File: config.mk
export PLATFORM = sky130hd
export DESIGN_NAME = bsd_top
export DESIGN_NICKNAME = d
export VERILOG_FILES = /design/src/bsd_pkg.sv /design/src/bsd_top.sv /design/src/bsd_decoder.sv
export VERILOG_INCLUDE_DIRS = /design/src /design/src/src
export SDC_FILE = /design/constraint.sdc
export NUM_CORES = 1
export LEC_CHECK = 0
export BUFFER_PORTS_ARGS = -buffer_cell sky130_fd_sc_hd__buf_2
export CAP_MARGIN = 10
export CORE_UTILIZATION = 45
export CTS_CLUSTER_SIZE = 14
export DETAILED_ROUTE_END_ITERATION = 8
export PLACE_DENSITY = 0.7
export SLEW_MARGIN = 20
export SYNTH_ARGS = -nofsm -noshare
export SYNTH_HDL_FRONTEND = slang
export SYNTH_SLANG_ARGS = --single-unit
File: constraint.sdc
create_clock -name aclk -period 2 [get_ports aclk]
set_clock_uncertainty 0.2 [all_clocks]
set_input_delay 0.1 -clock aclk [delete_from_list [all_inputs] [get_ports aclk]]
set_output_delay 0.1 -clock aclk [all_outputs]
set_load 0.05 [all_outputs]
File: src/bsd_regs.svh
// Register map, field positions, reset values and limits of the selector.
// Assumes inclusion by the package and by the top module of the block.
`ifndef BSD_REGS_SVH
`define BSD_REGS_SVH

// ----------------------------------------------------------------------------
// Sizes
// ----------------------------------------------------------------------------
`define BSD_LINES           8
`define BSD_OUTS            256
`define BSD_ADDR_W          8
`define BSD_CNT_W           4
`define BSD_WORDS           8

// ----------------------------------------------------------------------------
// Offsets
// ----------------------------------------------------------------------------
`define BSD_CTRL_OFS        8'h00
`define BSD_STAT_OFS        8'h04
`define BSD_LINE_OFS        8'h08
`define BSD_SELW_BASE       3'h1

// ----------------------------------------------------------------------------
// Fields and reset values
// ----------------------------------------------------------------------------
`define BSD_CTRL_CNT_LSB    0
`define BSD_CTRL_TRIG_BIT   8
`define BSD_STAT_ACT_BIT    8
`define BSD_CNT_MIN         4'h1
`define BSD_CNT_MAX         4'h8
`define BSD_CNT_RST         4'h8
`define BSD_RESP_OKAY       2'h0
`define BSD_RESP_SLVERR     2'h2

`endif

File: src/bsd_pkg.sv
// Types and shared decode helper of the selector.
// Assumes bsd_regs.svh on the include path.
`include "bsd_regs.svh"

package bsd_pkg;

   // -------------------------------------------------------------------------
   // Types
   // -------------------------------------------------------------------------
   typedef logic [`BSD_LINES-1:0] bsd_code_t;
   typedef logic [`BSD_CNT_W-1:0] bsd_count_t;
   typedef logic [`BSD_OUTS-1:0]  bsd_onehot_t;

   // -------------------------------------------------------------------------
   // Mask of the select lines taking part
   // -------------------------------------------------------------------------
   function automatic bsd_code_t bsd_line_mask(input bsd_count_t count);
      bsd_code_t m;
      m = '0;
      for (int i = 0; i < `BSD_LINES; i++) begin
         m[i] = (`BSD_CNT_W'(i) < count);
      end
      return m;
   endfunction : bsd_line_mask

   // Clamp of a written line count into its legal range
   function automatic bsd_count_t bsd_clamp_count(input bsd_count_t count);
      bsd_count_t c;
      c = count;
      if (count < `BSD_CNT_MIN) begin
         c = `BSD_CNT_MIN;
      end else if (count > `BSD_CNT_MAX) begin
         c = `BSD_CNT_MAX;
      end
      return c;
   endfunction : bsd_clamp_count

endpackage : bsd_pkg

File: src/bsd_top.sv
// Selector top: AXI4-Lite register file, trigger and selection outputs.
// Assumes select lines and trigger synchronous to aclk.
`timescale 1ns/1ps
`include "bsd_regs.svh"

module bsd_top
   import bsd_pkg::*;
#(
   parameter int ADDR_W = `BSD_ADDR_W
)
(
   input  wire  logic              aclk,
   input  wire  logic              aresetn,
   input  wire  logic [ADDR_W-1:0] s_axi_awaddr,
   input  wire  logic              s_axi_awvalid,
   output logic                    s_axi_awready,
   input  wire  logic [31:0]       s_axi_wdata,
   input  wire  logic [3:0]        s_axi_wstrb,
   input  wire  logic              s_axi_wvalid,
   output logic                    s_axi_wready,
   output logic [1:0]              s_axi_bresp,
   output logic                    s_axi_bvalid,
   input  wire  logic              s_axi_bready,
   input  wire  logic [ADDR_W-1:0] s_axi_araddr,
   input  wire  logic              s_axi_arvalid,
   output logic                    s_axi_arready,
   output logic [31:0]             s_axi_rdata,
   output logic [1:0]              s_axi_rresp,
   output logic                    s_axi_rvalid,
   input  wire  logic              s_axi_rready,
   input  wire  bsd_code_t         select_in,
   input  wire  logic              decode_trigger,
   output bsd_onehot_t             selection_out,
   output logic                    selection_active
);

   // -------------------------------------------------------------------------
   // Declarations
   // -------------------------------------------------------------------------
   logic [ADDR_W-1:0] awaddr_ff,   nxt_awaddr;
   logic              aw_held_ff,  nxt_aw_held;
   logic [31:0]       wdata_ff,    nxt_wdata;
   logic [3:0]        wstrb_ff,    nxt_wstrb;
   logic              w_held_ff,   nxt_w_held;
   logic              bvalid_ff,   nxt_bvalid;
   logic [1:0]        bresp_ff,    nxt_bresp;
   logic              rvalid_ff,   nxt_rvalid;
   logic [31:0]       rdata_ff,    nxt_rdata;
   logic [1:0]        rresp_ff,    nxt_rresp;
   bsd_count_t        count_ff,    nxt_count;
   logic              sw_trig_ff,  nxt_sw_trig;
   bsd_code_t         code_ff,     nxt_code;
   bsd_onehot_t       sel_ff,      nxt_sel;
   logic              active_ff,   nxt_active;
   bsd_code_t         masked_code;
   bsd_onehot_t       onehot;
   logic              do_write;
   logic              trig;

   // -------------------------------------------------------------------------
   // Address decode
   // -------------------------------------------------------------------------
   function automatic logic addr_mapped(input logic [ADDR_W-1:0] a);
      logic ok;
      ok = (a == `BSD_CTRL_OFS) || (a == `BSD_STAT_OFS) || (a == `BSD_LINE_OFS)
           || (a[ADDR_W-1:5] == (ADDR_W-5)'(`BSD_SELW_BASE) && a[1:0] == 2'h0);
      return ok;
   endfunction : addr_mapped

   function automatic logic [31:0] read_word(input logic [ADDR_W-1:0] a);
      logic [31:0] d;
      d = 32'h0000_0000;
      if (a == `BSD_CTRL_OFS) begin
         d[`BSD_CTRL_CNT_LSB +: `BSD_CNT_W] = count_ff;
         d[`BSD_CTRL_TRIG_BIT] = sw_trig_ff;
      end else if (a == `BSD_STAT_OFS) begin
         d[`BSD_LINES-1:0] = code_ff;
         d[`BSD_STAT_ACT_BIT] = active_ff;
      end else if (a == `BSD_LINE_OFS) begin
         d[`BSD_LINES-1:0] = select_in;
      end else if (addr_mapped(a)) begin
         d = sel_ff[a[4:2]*32 +: 32];
      end
      return d;
   endfunction : read_word

   // -------------------------------------------------------------------------
   // Write channels
   // -------------------------------------------------------------------------
   assign s_axi_awready = !aw_held_ff;
   assign s_axi_wready  = !w_held_ff;
   assign s_axi_bvalid  = bvalid_ff;
   assign s_axi_bresp   = bresp_ff;
   assign do_write      = aw_held_ff && w_held_ff && !bvalid_ff;

   always_comb begin
      nxt_awaddr  = awaddr_ff;
      nxt_aw_held = aw_held_ff;
      nxt_wdata   = wdata_ff;
      nxt_wstrb   = wstrb_ff;
      nxt_w_held  = w_held_ff;
      nxt_bvalid  = bvalid_ff;
      nxt_bresp   = bresp_ff;
      if (s_axi_awvalid && !aw_held_ff) begin
         nxt_awaddr  = s_axi_awaddr;
         nxt_aw_held = 1'b1;
      end
      if (s_axi_wvalid && !w_held_ff) begin
         nxt_wdata  = s_axi_wdata;
         nxt_wstrb  = s_axi_wstrb;
         nxt_w_held = 1'b1;
      end
      if (bvalid_ff && s_axi_bready) begin
         nxt_bvalid = 1'b0;
      end
      if (do_write) begin
         nxt_aw_held = 1'b0;
         nxt_w_held  = 1'b0;
         nxt_bvalid  = 1'b1;
         nxt_bresp   = addr_mapped(awaddr_ff) ? `BSD_RESP_OKAY : `BSD_RESP_SLVERR;
      end
   end

   always_ff @(posedge aclk) begin
      if (!aresetn) begin
         awaddr_ff  <= '0;
         aw_held_ff <= 1'b0;
         wdata_ff   <= 32'h0000_0000;
         wstrb_ff   <= 4'h0;
         w_held_ff  <= 1'b0;
         bvalid_ff  <= 1'b0;
         bresp_ff   <= `BSD_RESP_OKAY;
      end else begin
         awaddr_ff  <= nxt_awaddr;
         aw_held_ff <= nxt_aw_held;
         wdata_ff   <= nxt_wdata;
         wstrb_ff   <= nxt_wstrb;
         w_held_ff  <= nxt_w_held;
         bvalid_ff  <= nxt_bvalid;
         bresp_ff   <= nxt_bresp;
      end
   end

   // -------------------------------------------------------------------------
   // Read channels
   // -------------------------------------------------------------------------
   assign s_axi_arready = !rvalid_ff;
   assign s_axi_rvalid  = rvalid_ff;
   assign s_axi_rdata   = rdata_ff;
   assign s_axi_rresp   = rresp_ff;

   always_comb begin
      nxt_rvalid = rvalid_ff;
      nxt_rdata  = rdata_ff;
      nxt_rresp  = rresp_ff;
      if (rvalid_ff && s_axi_rready) begin
         nxt_rvalid = 1'b0;
      end
      if (s_axi_arvalid && !rvalid_ff) begin
         nxt_rvalid = 1'b1;
         nxt_rdata  = read_word(s_axi_araddr);
         nxt_rresp  = addr_mapped(s_axi_araddr) ? `BSD_RESP_OKAY : `BSD_RESP_SLVERR;
      end
   end

   always_ff @(posedge aclk) begin
      if (!aresetn) begin
         rvalid_ff <= 1'b0;
         rdata_ff  <= 32'h0000_0000;
         rresp_ff  <= `BSD_RESP_OKAY;
      end else begin
         rvalid_ff <= nxt_rvalid;
         rdata_ff  <= nxt_rdata;
         rresp_ff  <= nxt_rresp;
      end
   end

   // -------------------------------------------------------------------------
   // Control register
   // -------------------------------------------------------------------------
   always_comb begin
      nxt_count   = count_ff;
      nxt_sw_trig = sw_trig_ff;
      if (do_write && awaddr_ff == `BSD_CTRL_OFS) begin
         if (wstrb_ff[0]) begin
            nxt_count = bsd_clamp_count(wdata_ff[`BSD_CTRL_CNT_LSB +: `BSD_CNT_W]);
         end
         if (wstrb_ff[1]) begin
            nxt_sw_trig = wdata_ff[`BSD_CTRL_TRIG_BIT];
         end
      end
   end

   always_ff @(posedge aclk) begin
      if (!aresetn) begin
         count_ff   <= `BSD_CNT_RST;
         sw_trig_ff <= 1'b0;
      end else begin
         count_ff   <= nxt_count;
         sw_trig_ff <= nxt_sw_trig;
      end
   end

   // -------------------------------------------------------------------------
   // Selector
   // -------------------------------------------------------------------------
   bsd_decoder i_bsd_decoder (
      .select_in       (select_in),
      .used_line_count (count_ff),
      .masked_code     (masked_code),
      .onehot          (onehot)
   );

   assign trig = decode_trigger || sw_trig_ff;

   always_comb begin
      nxt_code   = code_ff;
      nxt_sel    = '0;
      nxt_active = 1'b0;
      if (trig) begin
         nxt_code   = masked_code;
         nxt_sel    = onehot;
         nxt_active = 1'b1;
      end
   end

   always_ff @(posedge aclk) begin
      if (!aresetn) begin
         code_ff   <= '0;
         sel_ff    <= '0;
         active_ff <= 1'b0;
      end else begin
         code_ff   <= nxt_code;
         sel_ff    <= nxt_sel;
         active_ff <= nxt_active;
      end
   end

   assign selection_out    = sel_ff;
   assign selection_active = active_ff;

   // -------------------------------------------------------------------------
   // Assertions
   // -------------------------------------------------------------------------
   a_track_code: assert property (@(posedge aclk) disable iff (!aresetn)
      trig |=> (sel_ff[$past(masked_code)] && code_ff == $past(masked_code)))
      else $error("selection does not follow select lines");

   a_one_hot: assert property (@(posedge aclk) disable iff (!aresetn)
      active_ff |-> $onehot(sel_ff))
      else $error("selection not one-hot while active");

   a_idle_clear: assert property (@(posedge aclk) disable iff (!aresetn)
      !trig |=> (sel_ff == '0 && !active_ff))
      else $error("selection active without trigger");

   a_reach_limit: assert property (@(posedge aclk) disable iff (!aresetn)
      active_ff |-> ((code_ff >> $past(count_ff)) == '0))
      else $error("selection beyond reachable range");

   a_count_range: assert property (@(posedge aclk) disable iff (!aresetn)
      (count_ff >= `BSD_CNT_MIN) && (count_ff <= `BSD_CNT_MAX))
      else $error("line count out of range");

   a_lsb_first: assert property (@(posedge aclk) disable iff (!aresetn)
      trig && select_in[0] |=> code_ff[0])
      else $error("first select line not least significant");

   a_held_code: assert property (@(posedge aclk) disable iff (!aresetn)
      trig && $past(trig) && $stable(select_in) && $stable(count_ff) |=> $stable(sel_ff))
      else $error("selection changed with steady code");

   a_bresp_hold: assert property (@(posedge aclk) disable iff (!aresetn)
      bvalid_ff && !s_axi_bready |=> bvalid_ff && $stable(bresp_ff))
      else $error("write response dropped");

   a_rdata_hold: assert property (@(posedge aclk) disable iff (!aresetn)
      rvalid_ff && !s_axi_rready |=> rvalid_ff && $stable(rdata_ff))
      else $error("read data dropped");

   a_write_resp: assert property (@(posedge aclk) disable iff (!aresetn)
      do_write |=> bvalid_ff)
      else $error("no write response after write");

   a_trig_active: assert property (@(posedge aclk) disable iff (!aresetn)
      trig |=> active_ff)
      else $error("trigger did not start decoding");

   a_idle_zero: assert property (@(posedge aclk) disable iff (!aresetn)
      !active_ff |-> (sel_ff == '0))
      else $error("selection set while idle");

   a_index_range: assert property (@(posedge aclk) disable iff (!aresetn)
      active_ff |-> ((sel_ff >> (9'h1 << $past(count_ff))) == '0))
      else $error("selection index beyond reachable outputs");

   a_rresp_unmapped: assert property (@(posedge aclk) disable iff (!aresetn)
      s_axi_arvalid && !rvalid_ff && !addr_mapped(s_axi_araddr)
      |=> (rresp_ff == `BSD_RESP_SLVERR))
      else $error("unmapped read not refused");

   a_wresp_unmapped: assert property (@(posedge aclk) disable iff (!aresetn)
      do_write && !addr_mapped(awaddr_ff) |=> (bresp_ff == `BSD_RESP_SLVERR))
      else $error("unmapped write not refused");

endmodule : bsd_top

File: src/bsd_decoder.sv
// Binary to one-of-N decoder of the selector.
// Assumes a legal line count from the register file.
`timescale 1ns/1ps

module bsd_decoder
   import bsd_pkg::*;
(
   input  wire bsd_code_t   select_in,
   input  wire bsd_count_t  used_line_count,
   output bsd_code_t        masked_code,
   output bsd_onehot_t      onehot
);

   // -------------------------------------------------------------------------
   // Decode
   // -------------------------------------------------------------------------
   always_comb begin
      masked_code = select_in & bsd_line_mask(used_line_count);
      onehot = '0;
      onehot[masked_code] = 1'b1;
   end

endmodule : bsd_decoder

## After elaboration in Yosys (flattened, before gate mapping)

Index checks and enable logic that the tools add are counted.

| operators by class | value |
|---|---|
| mux-type cells | 20 |
| bitwise gates (word level) | 2 |
| shift operators | 1 |
| reduce and logical (&&, ||, !) cells | 32 |
| equal/unequal tests | 6 |
| $lt $le $gt $ge | 12 |

Operators with widths:

| cell | number |
|---|---|
| $shiftx A256 B9 Y32 | 1 |
| $mux W23 | 2 |
| $mux W32 | 1 |
| $mux W24 | 1 |
| $eq A8 B3 Y1 const B | 2 |
| $eq A8 B4 Y1 const B | 2 |
| $logic_not A8 Y1 | 2 |
| $lt A3 B4 Y1 const A | 4 |
| $mux W4 | 4 |
| $logic_and A1 B1 Y1 | 11 |
| $lt A8 B9 Y1 const B | 1 |
| $mux W9 | 1 |
| $and A8 B8 Y8 | 1 |
| $demux W1 S8 | 1 |
| $ge A8 B1 Y1 const B | 1 |
| $lt A1 B4 Y1 const A | 2 |
| $lt A2 B4 Y1 const A | 2 |
| $mux W8 | 1 |
| $logic_or A1 B1 Y1 | 7 |
| $mux W1 | 7 |
| $eq A3 B1 Y1 const B | 2 |
| $reduce_and A2 Y1 | 3 |
| $gt A4 B4 Y1 const B | 1 |
| $logic_not A1 Y1 | 4 |
| 6 further kinds | 9 |

| word-level totals | value |
|---|---|
| logic and storage cells | 88 |
| register bits | 329 |

## Depth between registers and ports, before layout

Gate-level depths: netlist of the first run.

| logic depth | value |
|---|---|
| depth in word-level cells | 8 |
| mapped depth | 7 |

## By module

Synthesis of the first run repeated with hierarchy kept, for this count alone.

| unflattened totals | value |
|---|---|
| cell total of the unflattened synthesis | 1,411 |
| area total of the unflattened synthesis | 14,168.6 µm² |

By module, submodules not included:

| module | times used | cells an instance | area an instance (µm²) |
|---|---|---|---|
| bsd_top | 1 | 1,000 | 11,654.9 |
| bsd_decoder | 1 | 411 | 2,513.7 |

## Worst setup path before layout of the first run

Ideal clock, no wire load.

| timing path | value |
|---|---|
| kind | register -> register |
| from | reg count_ff[3] |
| to | reg sel_ff[59] (netlist: selection_out[59]) |
| arrival time | 1.516 ns |
| period minus slack after synthesis | 1.842 ns |
| setup slack | 0.158 ns |
| stages on the path, launching flop included | 7 |
| required time | 1.674 ns |
| path through | dfxtp_1 -> buf_6 -> or3_4 -> and3_1 -> nand3_1 -> buf_4 -> nor2_1 |

| on the way | value |
|---|---|
| word-level cells in the longest chain between the ends | 6 |

Ends and longest elaborated chain:

| item | line | text |
|---|---|---|
| start: declaration | bsd_top.sv:50 | `bsd_count_t count_ff, nxt_count;` |
| start signal: assignment | bsd_top.sv:196 | `` count_ff <= `BSD_CNT_RST; `` |
| start signal: assignment | bsd_top.sv:199 | `count_ff <= nxt_count;` |
| $lt A1 B4 Y1 (no line), or another cell as far along | - |  |
| $and A8 B8 Y8 (*) | bsd_decoder.sv:18 | `masked_code = select_in & bsd_line_mask(used_line_count);` |
| $lt A8 B9 Y1 (implied by the code) or $ge A8 B1 Y1 (tied branches) | bsd_decoder.sv:20 | `onehot[masked_code] = 1'b1;` |
| $logic_and A1 B1 Y1 (implied by the code) | bsd_decoder.sv:20 |  |
| $mux W1 (implied by the code) | bsd_decoder.sv:20 |  |
| $demux W1 S8 (*) | - |  |
| end signal: assignment | bsd_top.sv:234 | `sel_ff <= nxt_sel;` |
| end: declaration | bsd_top.sv:53 | `bsd_onehot_t sel_ff, nxt_sel;` |

Every way passes the cells marked *; elsewhere a longest branch is shown, timed or not.
A chain may end at the register's enable or synchronous reset.

## Final worst setup path of the first run

| timing path | value |
|---|---|
| from | reg w_held_ff |
| to | reg aw_held_ff |

| on the way | value |
|---|---|
| word-level cells in the longest chain between the ends | 3 |

Ends and longest elaborated chain:

| item | line | text |
|---|---|---|
| start: declaration | bsd_top.sv:44 | `logic w_held_ff, nxt_w_held;` |
| start signal: assignment | bsd_top.sv:138 | `w_held_ff <= nxt_w_held;` |
| $logic_and A1 B1 Y1 (2 in series) | bsd_top.sv:94 | `assign do_write = aw_held_ff && w_held_ff && !bvalid_ff;` |
| $reduce_or A2 Y1 (no line) | - |  |
| end signal: assignment | bsd_top.sv:135 | `aw_held_ff <= nxt_aw_held;` |
| end: declaration | bsd_top.sv:41 | `logic aw_held_ff, nxt_aw_held;` |

Every way passes these cells.

==> flow_summary.yaml, run 1 <==
outcome:
  run_status: "completed"
worst_setup_path:
  crit_path_top_delay_cell: "dlygate4sd3_1"
  critical_path.endpoint_type: "flop"
  critPathRequiredTime_ps: 2190
  critPathMaxStageDelay_ps: 570
  setup.worst_path.class: "flop to flop"
  worstPathArrival_ps: 2110
  critPathLaunch: "w_held_ff"
  cp_top_family: "buffers and inverters"
  cp_max_fo: 4
  reg2reg_slack_ps: 80
  worst-r2r-cell-count: 5
  crit-reg2reg-launch: "w_held_ff"
  crit_chain: "inv_1 -> or3_1 -> nand2_1 -> nor2_1 -> dlygate4sd3_1"
  crit_end: "aw_held_ff"
  critical_path_depth: 5
  startpoint_type: "flop"
  r2r-end: "aw_held_ff"
  path_buf_inv: 2
synthesis:
  synth_edf_count: 0
  synth.top_cell.area_share: 0.562
  syn_area_per_cell_um2: 10.9
  synth-seq-cells: 323
  yosysTopAreaCell: "dfxtp_1"
  seq_area_frac_synth: 0.562
  async_reset_ff_frac: 0
  yosysWarnings: 0
  netlist_area_mm2: 0.0115
  synth_cell_type_count: 59
  synth_top_cells_by_count: "dfxtp_1 (323), nor2_1 (295), mux4_2 (63)"
  syn_inst: 1058
  synth.most_common_cell: "dfxtp_1"
  yosys-top-cells-area: "dfxtp_1 (56%), mux4_2 (12%), nor2_1 (9.6%)"
  synthFlopType: "dfxtp_1"
timing:
  finalWorstSetupSlack_ps: 81.2
  fmax_mhz: 521
  worst_slew_pin_slew_ps: 868
  fin_crit_ps: 1920
  post-route-period-util: 0.959
  slew-limit-headroom: 0.421
  finalHoldViolCount: 0
  rsz0062_at_grt: "yes"
  setup_viol: 0
  finalMaxSlewViolations: 0
worst_hold_path:
  hold_path_class: "input port to flop"
  hold_start: "s_axi_arvalid"
cts:
  cts-buffers-inserted: 35
  cts_tree: "yes"
  cts.sinks: 323
  clk_pin_slew_ps: 60
  clk-insertion-delay-late_ps: 510
  cts_max_level: 2
  cts_root_buffer: "clkbuf_16"
  cts_buffer_depth: 3
placed_design:
  dp_slack_ps: 26.8
  io_buffer_count: 334
  gp_congestion: 0.875
  dp_cells: 1724
  dp_hpwl_um: 26700
power:
  p_leak_nw: 6.98
  power_mw: 14.2
  p_per_area_mw_per_mm2: 909
  ir_worst_vdd_mv: 0.679
route:
  drt_iter0_drc: 728
  route.detailed.drc: 0
  vias: 9687
  ant_nets: 0
  wl_per_cell_um: 20.7
  first_pass_iters: 5
  finalWirelength_um: 37700
  via_per_inst: 5.31
global_routing:
  track_usage: 0.286
  overflow: 0
  grt_pass1_vias: 9591
  grt_max_degree: 33
  antenna_found_initial: 0
  grt_pass1_wl_um: 56600
floorplan:
  die_w_um: 162
  fp.coreArea_mm2: 0.0251
  die_h_um: 162
  dieArea_mm2: 0.0262
  pin_count: 366
  rows: 58
  start_util: 0.459
finish:
  antenna_cells: 0
  drive_gt1_frac: 0.384
  area_delta_synth_final_pct: 35.2
  fin_nets: 1539
  fillers: 2106
  finalNonFillerCells: 1825
run:
  cap_violations: 0
placed cells by master, fill, tap and decap left out, types with 7 or more instances in the layout:
cell / Yosys / final
inv_1: 9 / 9
nand2_1: 55 / 53
nand2_4: 6 / 7
clkbuf_16: 0 / 36
nor2_1: 295 / 294
buf_4: 15 / 72
o21ai_0: 30 / 30
dlygate4sd3_1: 0 / 37
dfxtp_1: 323 / 322
nor2b_1: 7 / 7
nand3_1: 11 / 11
a21oi_1: 21 / 21
mux2i_1: 51 / 51
buf_2: 29 / 333
buf_12: 0 / 12
mux4_2: 63 / 63
per-layer routing:
metal	GRT usage	share of wire	up-vias
li1	-	-	4416
met1	0.363	0.41	4739
met2	0.488	0.49	437
met3	0.0447	0.067	95
met4	0.118	0.035	0
met5	0	0	-
per-stage QoR:
step            util  TNS, ps  hold WS [ps]  area, um2
6_report       0.620        0          29.9      15600
3_5_place_dp   0.554        0           127      13900
4_1_cts        0.618        0          11.6      15500
5_1_grt        0.620    -42.2          47.8      15600
2_1_floorplan      -        0          15.8      11500
3_3_place_gp   0.554        0           116      13900
report_power, final:
part | total [mW] | leakage [nW] | internal (mW) | switching [mW]
combinational | 0.858 | 3.77 | 0.341 | 0.517
clock | 6.78 | 0.600 | 4.19 | 2.59
sequential | 6.51 | 2.61 | 6.48 | 0.0302
total | 14.2 | 6.98 | 11.0 | 3.14
area by class of cell:
cell class              instances  area, um2  area share
well taps                     330        413      0.0265
flip-flops and latches        323       6470       0.415
multi-input cells             647       4600       0.295
inverters                       9       33.8     0.00217
clock inverters                14        224      0.0144
repair buffers                455       2830       0.182
clock buffers                  47       1000      0.0644
worst reg2reg max path: cells and delay by family, from the launching register on:
family	cells	cell delay, ps
DFF	1	380
and+or+nand+nor	3	580
buffers and inverters	2	630
worst min path at each step:
stage | to | slack [ps] | depth (start not counted)
after floorplan | aw_held_ff | 20 | 2
after global placement | aw_held_ff | 120 | 3
after detailed placement | aw_held_ff | 130 | 3
after CTS | s_axi_rresp[1] | 10 | 5
after global routing | s_axi_rresp[1] | 50 | 5
final | s_axi_rdata[1] | 30 | 4
logic make-up after synthesis:
group / Yosys count / synth area share
and+or+nand+nor: 425 / 0.164
DFF: 323 / 0.562
muxes: 114 / 0.168
AOI/OAI and AO/OA: 106 / 0.0632
buffers and inverters: 89 / 0.0429
other: 1 / 0.000326
repair_timing:
action,4_1_cts,5_1_grt
hold buffers,37,0
setup endpoints to repair,0,74
endpoints found under the hold margin,105,0
buffers inserted,0,3
resized for setup,0,7
state kept, by name (all words and copies together) (netlist names):
signal and flops:
s_axi_bvalid 1, wstrb_ff 2, s_axi_rvalid 1, sw_trig_ff 1
selection_out 256, w_held_ff 1, wdata_ff 5, selection_active 1
code_ff 8, count_ff 4, aw_held_ff 1, s_axi_rdata 32
s_axi_rresp 1, s_axi_bresp 1, awaddr_ff 8
Note: power is estimated with default switching activity, not from simulation.
==> run 2, diff against run 1 <==
- PLACE_DENSITY: 0.7 -> 0.71
==> run 2 against run 1 <==
  * The flow now finishes with violations (DRC)
  * Sequential power is essentially flat
  * Critical path depth shrank 1
  * Register-to-register slack is essentially flat
  * Clock power shrank 5.5%
  * Clock-buffer cell count grew 2
==> flow_summary.yaml, run 2 (synthesis results as in run 1) <==
finish:
  final_core_util: 0.616
  finalNonFillerCells: 1818
  finalInstanceArea_mm2: 0.0155
  fin_nets: 1531
  fillers: 2072
  largest_register_ffs: 256
  drive_gt1_frac: 0.383
  final_common_cell: "buf_2"
  regArea_mm2: 0.00647
  area_delta_synth_final_pct: 34.3
  layout_common_cells: "buf_2 (333), dfxtp_1 (319), nor2_1 (294)"
  antenna_cells: 0
  multi_input_area_mm2: 0.00458
timing:
  rsz0062_at_grt: "yes"
  post-route-period-util: 0.961
  worst_slew_pin_slew_ps: 541
  fin_crit_ps: 1920
  slew-limit-headroom: 0.639
  hold-worst-slack_ps: 46.4
  tns_ps: 0
  finalHoldViolCount: 0
  setup_viol: 0
  finalMaxSlewViolations: 0
  fmax_mhz: 520
outcome:
  run_status: "finished with violations"
  violations: "DRC"
worst_setup_path:
  critPathLaunch: "count_ff[3]"
  critical_path.endpoint_type: "flop"
  critPathRequiredTime_ps: 2230
  cp_max_fo: 16
  startpoint_type: "flop"
  reg2reg_slack_ps: 80
  worstPathArrival_ps: 2150
  setup.worst_path.class: "flop to flop"
  crit-reg2reg-launch: "count_ff[3]"
route:
  drt_iter0_drc: 713
  first_pass_iters: 7
  ant_nets: 0
  route.detailed.drc: 2
  wl_per_cell_um: 20.3
  vias: 9601
  via_per_inst: 5.28
  finalWirelength_um: 37000
floorplan:
  start_util: 0.459
  rows: 58
  dieArea_mm2: 0.0262
  die_w_um: 162
  pin_count: 366
  fp.coreArea_mm2: 0.0251
  die_h_um: 162
global_routing:
  grt_pass1_vias: 9417
  overflow: 0
  track_usage: 0.278
  grt_pass1_wl_um: 54900
  grt_max_degree: 47
  antenna_found_initial: 0
placed_design:
  io_buffer_count: 334
  gp_congestion: 0.853
  dp_cells: 1716
  placed_area_mm2: 0.0139
  dp_hpwl_um: 26100
run:
  cap_violations: 0
cts:
  cts_max_level: 2
  cts_root_buffer: "clkbuf_16"
  cts_tree: "yes"
  clk_pin_slew_ps: 60
  cts_buffer_depth: 3
  cts.sinks: 323
  cts-buffers-inserted: 34
  clk-insertion-delay-late_ps: 510
power:
  ir_worst_vdd_mv: 0.640
  p_leak_nw: 6.91
  p_per_area_mw_per_mm2: 890
worst_hold_path:
  hold_start: "s_axi_arvalid"
  hold_path_class: "input port to flop"
==> run 2: path summary, 6_finish.rpt <==
path / to / depth (start not counted)
hold / removal: s_axi_rdata[2] / 4
setup / recovery: selection_out[188] / 4
setup reg to reg: selection_out[188] / 4
hold reg to reg: s_axi_rdata[25] / 2
==> run 2: stage by stage <==
step	power, mW	setup slack [ps]
3_5_place_dp	7.43	-71.2
5_1_grt	14.2	-5.89
3_3_place_gp	7.42	-66.0
2_1_floorplan	7.14	158
6_report	13.8	78.6
4_1_cts	13.8	56.1
==> run 2: worst max-delay path, stage by stage, from the launching register on <==
cell and delay [ps]:
dfxtp_2 400, or3_4 450, o22ai_4 230, nand3_2 350, nor2_1 220
==> run 2: per-layer routing <==
layer | vias up | GRT usage | share of wire
li1 | 4413 | - | -
met1 | 4659 | 0.358 | 0.41
met2 | 443 | 0.467 | 0.48
met3 | 86 | 0.0424 | 0.065
met4 | 0 | 0.112 | 0.036
met5 | - | 0 | 0
==> run 2: cell type report <==
| cell class | count | share of cell area |
|---|---|---|
| multi-input combinational | 647 | 0.297 |
| clock buffer | 49 | 0.0665 |
| tap | 330 | 0.0267 |
| timing repair buffer | 448 | 0.180 |
| inverter | 9 | 0.00219 |
| clock inverter | 12 | 0.00915 |
| sequential | 323 | 0.419 |
==> run 2: repair_timing <==
action,CTS,global route
hold buffers,38,0
pin swaps,0,1
endpoints found under the setup margin,18,81
resized for setup,1,5
endpoints found under the hold margin,86,0
setup buffers,0,3
==> run 2: power breakdown <==
group,total [mW],internal (mW),switching [mW]
clock network,6.41,3.86,2.54
logic,0.845,0.337,0.508
registers,6.51,6.48,0.0297
total,13.8,10.7,3.08
==> run 3, diff against run 2 <==
==> constraint.sdc (replaced) <==
create_clock -name aclk -period 2 [get_ports aclk]
set_clock_uncertainty 0.2 [all_clocks]
set_input_delay 0 -clock aclk [delete_from_list [all_inputs] [get_ports aclk]]
set_output_delay 0 -clock aclk [all_outputs]
set_load 0.05 [all_outputs]
==> run 3 against run 2 <==
  * The flow still finishes with violations (DRC)
  * Final area down 0.28%
  * Cell count down 0.17%
  * Clock power down 2%
  * Largest power group unchanged
  * Total power down 1.1%
  * Non-clock buffer count up 1
  * Routed wire length down 0.61%
  * Register-to-register slack better by 30 ps
  * First-iteration DRC count up 1.7%
  * Largest cell class unchanged
  * Critical path type unchanged
  * Core utilization down 0.17 points
  * Setup slack better by 29 ps
==> flow_summary.yaml, run 3 (synthesis results as in run 1) <==
worst_setup_path:
  reg2reg_slack_ps: 110
  crit_end: "selection_out[223]"
  startpoint_type: "flop"
  worstPathArrival_ps: 2170
  crit-reg2reg-launch: "count_ff[2]"
  cp_max_fo: 16
  critPathLaunch: "count_ff[2]"
  setup.worst_path.class: "flop to flop"
  critPathRequiredTime_ps: 2280
  r2r-end: "selection_out[223]"
  critical_path.endpoint_type: "flop"
  worst-r2r-cell-count: 5
route:
  vias: 9552
  drt_iter0_drc: 725
  route.detailed.drc: 2
  via_per_inst: 5.26
  first_pass_iters: 9
  ant_nets: 0
  wl_per_cell_um: 20.3
  finalWirelength_um: 36800
placed_design:
  dp_hpwl_um: 25800
  io_buffer_count: 334
  gp_congestion: 0.863
  dp_cells: 1715
power:
  p_per_area_mw_per_mm2: 883
  p_leak_nw: 6.89
  ir_worst_vdd_mv: 0.597
timing:
  finalMaxSlewViolations: 0
  fin_crit_ps: 1890
  slew-limit-headroom: 0.633
  worst_slew_pin_slew_ps: 547
  fmax_mhz: 529
  setup_viol: 0
  post-route-period-util: 0.946
  finalHoldViolCount: 0
global_routing:
  grt_pass1_vias: 9331
  gr-usage-met2: 0.477
  grt_use_met1: 0.356
  overflow: 0
  track_usage: 0.276
  antenna_found_initial: 0
  grt-busiest-layer: "met2"
  met3_usage: 0.0421
  grt_pass1_wl_um: 55200
  grt_max_degree: 48
floorplan:
  pin_count: 366
  start_util: 0.459
  fp.coreArea_mm2: 0.0251
  die_h_um: 162
  dieArea_mm2: 0.0262
  die_w_um: 162
  rows: 58
finish:
  area_delta_synth_final_pct: 33.9
  antenna_cells: 0
  final_common_cell: "buf_2"
  drive_gt1_frac: 0.377
  finalNonFillerCells: 1815
  final_core_util: 0.614
  fin_nets: 1529
  largest_register_ffs: 256
  layout_common_cells: "buf_2 (333), dfxtp_1 (322), nor2_1 (294)"
cts:
  cts_tree: "yes"
  cts_buffer_depth: 3
  clk_pin_slew_ps: 60
  cts_root_buffer: "clkbuf_16"
  clk-insertion-delay-late_ps: 560
  cts.sinks: 323
  cts-buffers-inserted: 31
  cts_max_level: 1
run:
  cap_violations: 0
worst_hold_path:
  hold_path_class: "input port to flop"
  hold_start: "s_axi_awaddr[0]"
  hold_depth: 4
outcome:
  run_status: "finished with violations"
  violations: "DRC"
[run 3: cell count changes in the layout (fill, tap and decap cells not counted), moves of 2 or more]
cell and change:
bufinv_16 +3, clkbuf_16 -4, dlygate4sd3_1 +4, dfxtp_2 -3
nand3_4 +2, buf_4 -2, clkinvlp_4 -2, clkbuf_8 -2
clkinv_8 -2, nand3_2 -2, dfxtp_1 +3
[run 3: final cells by class]
type	instances	area, um2
Clock buffer	44	905
Timing Repair Buffer	449	2790
Multi-Input combinational cell	647	4600
Clock inverter	13	201
Fill cell	2065	9690
Inverter	9	33.8
Sequential cell	323	6470
Tap cell	330	413
[run 3: through the flow]
step                setup WS [ps]  hold WS (ps)  setup TNS [ps]  instance area [um2]  power (mW)
CTS                         0.201          3.45               0                15400        13.7
global placement             63.3          16.8               0                13900        7.41
detailed placement           19.6          28.1               0                13900        7.42
floorplan                     158         -84.2               0                11500        7.14
global route                -1.77          47.3           -1.77                15400        14.0
finish                        108          19.9               0                15400        13.6
[run 3: metal layers]
metal  vias up  routed length (um)
li1       4394                   -
met1      4640               15200
met2       443               18200
met3        75                2400
met4         0                1020
met5         -                   0
[run 3: worst min-delay path by stage]
stage and endpoint:
5_1_grt s_axi_rdata[23], 6_report awaddr_ff[0], 3_5_place_dp w_held_ff, 2_1_floorplan aw_held_ff, 3_3_place_gp aw_held_ff, 4_1_cts s_axi_rdata[2]
[run 3: repair_timing]
item                                   CTS  global route
endpoints found under the hold margin  277             0
resized for setup                        0             6
setup endpoints to repair                0            95
hold buffers                            43             0
setup buffers                            0             1
[run 3: report_power, final]
group          total [mW]  switching (mW)  internal (mW)
logic               0.846           0.510          0.336
registers            6.51          0.0313           6.48
clock network        6.25            2.47           3.79
total                13.6            3.01           10.6
[run 3: critical path, cell delays in order, from the launching register on]
cell and delay (ps):
dfxtp_1 560, o21ai_1 190, nor2_2 350, nand3_1 200, buf_12 200, nor2_1 120
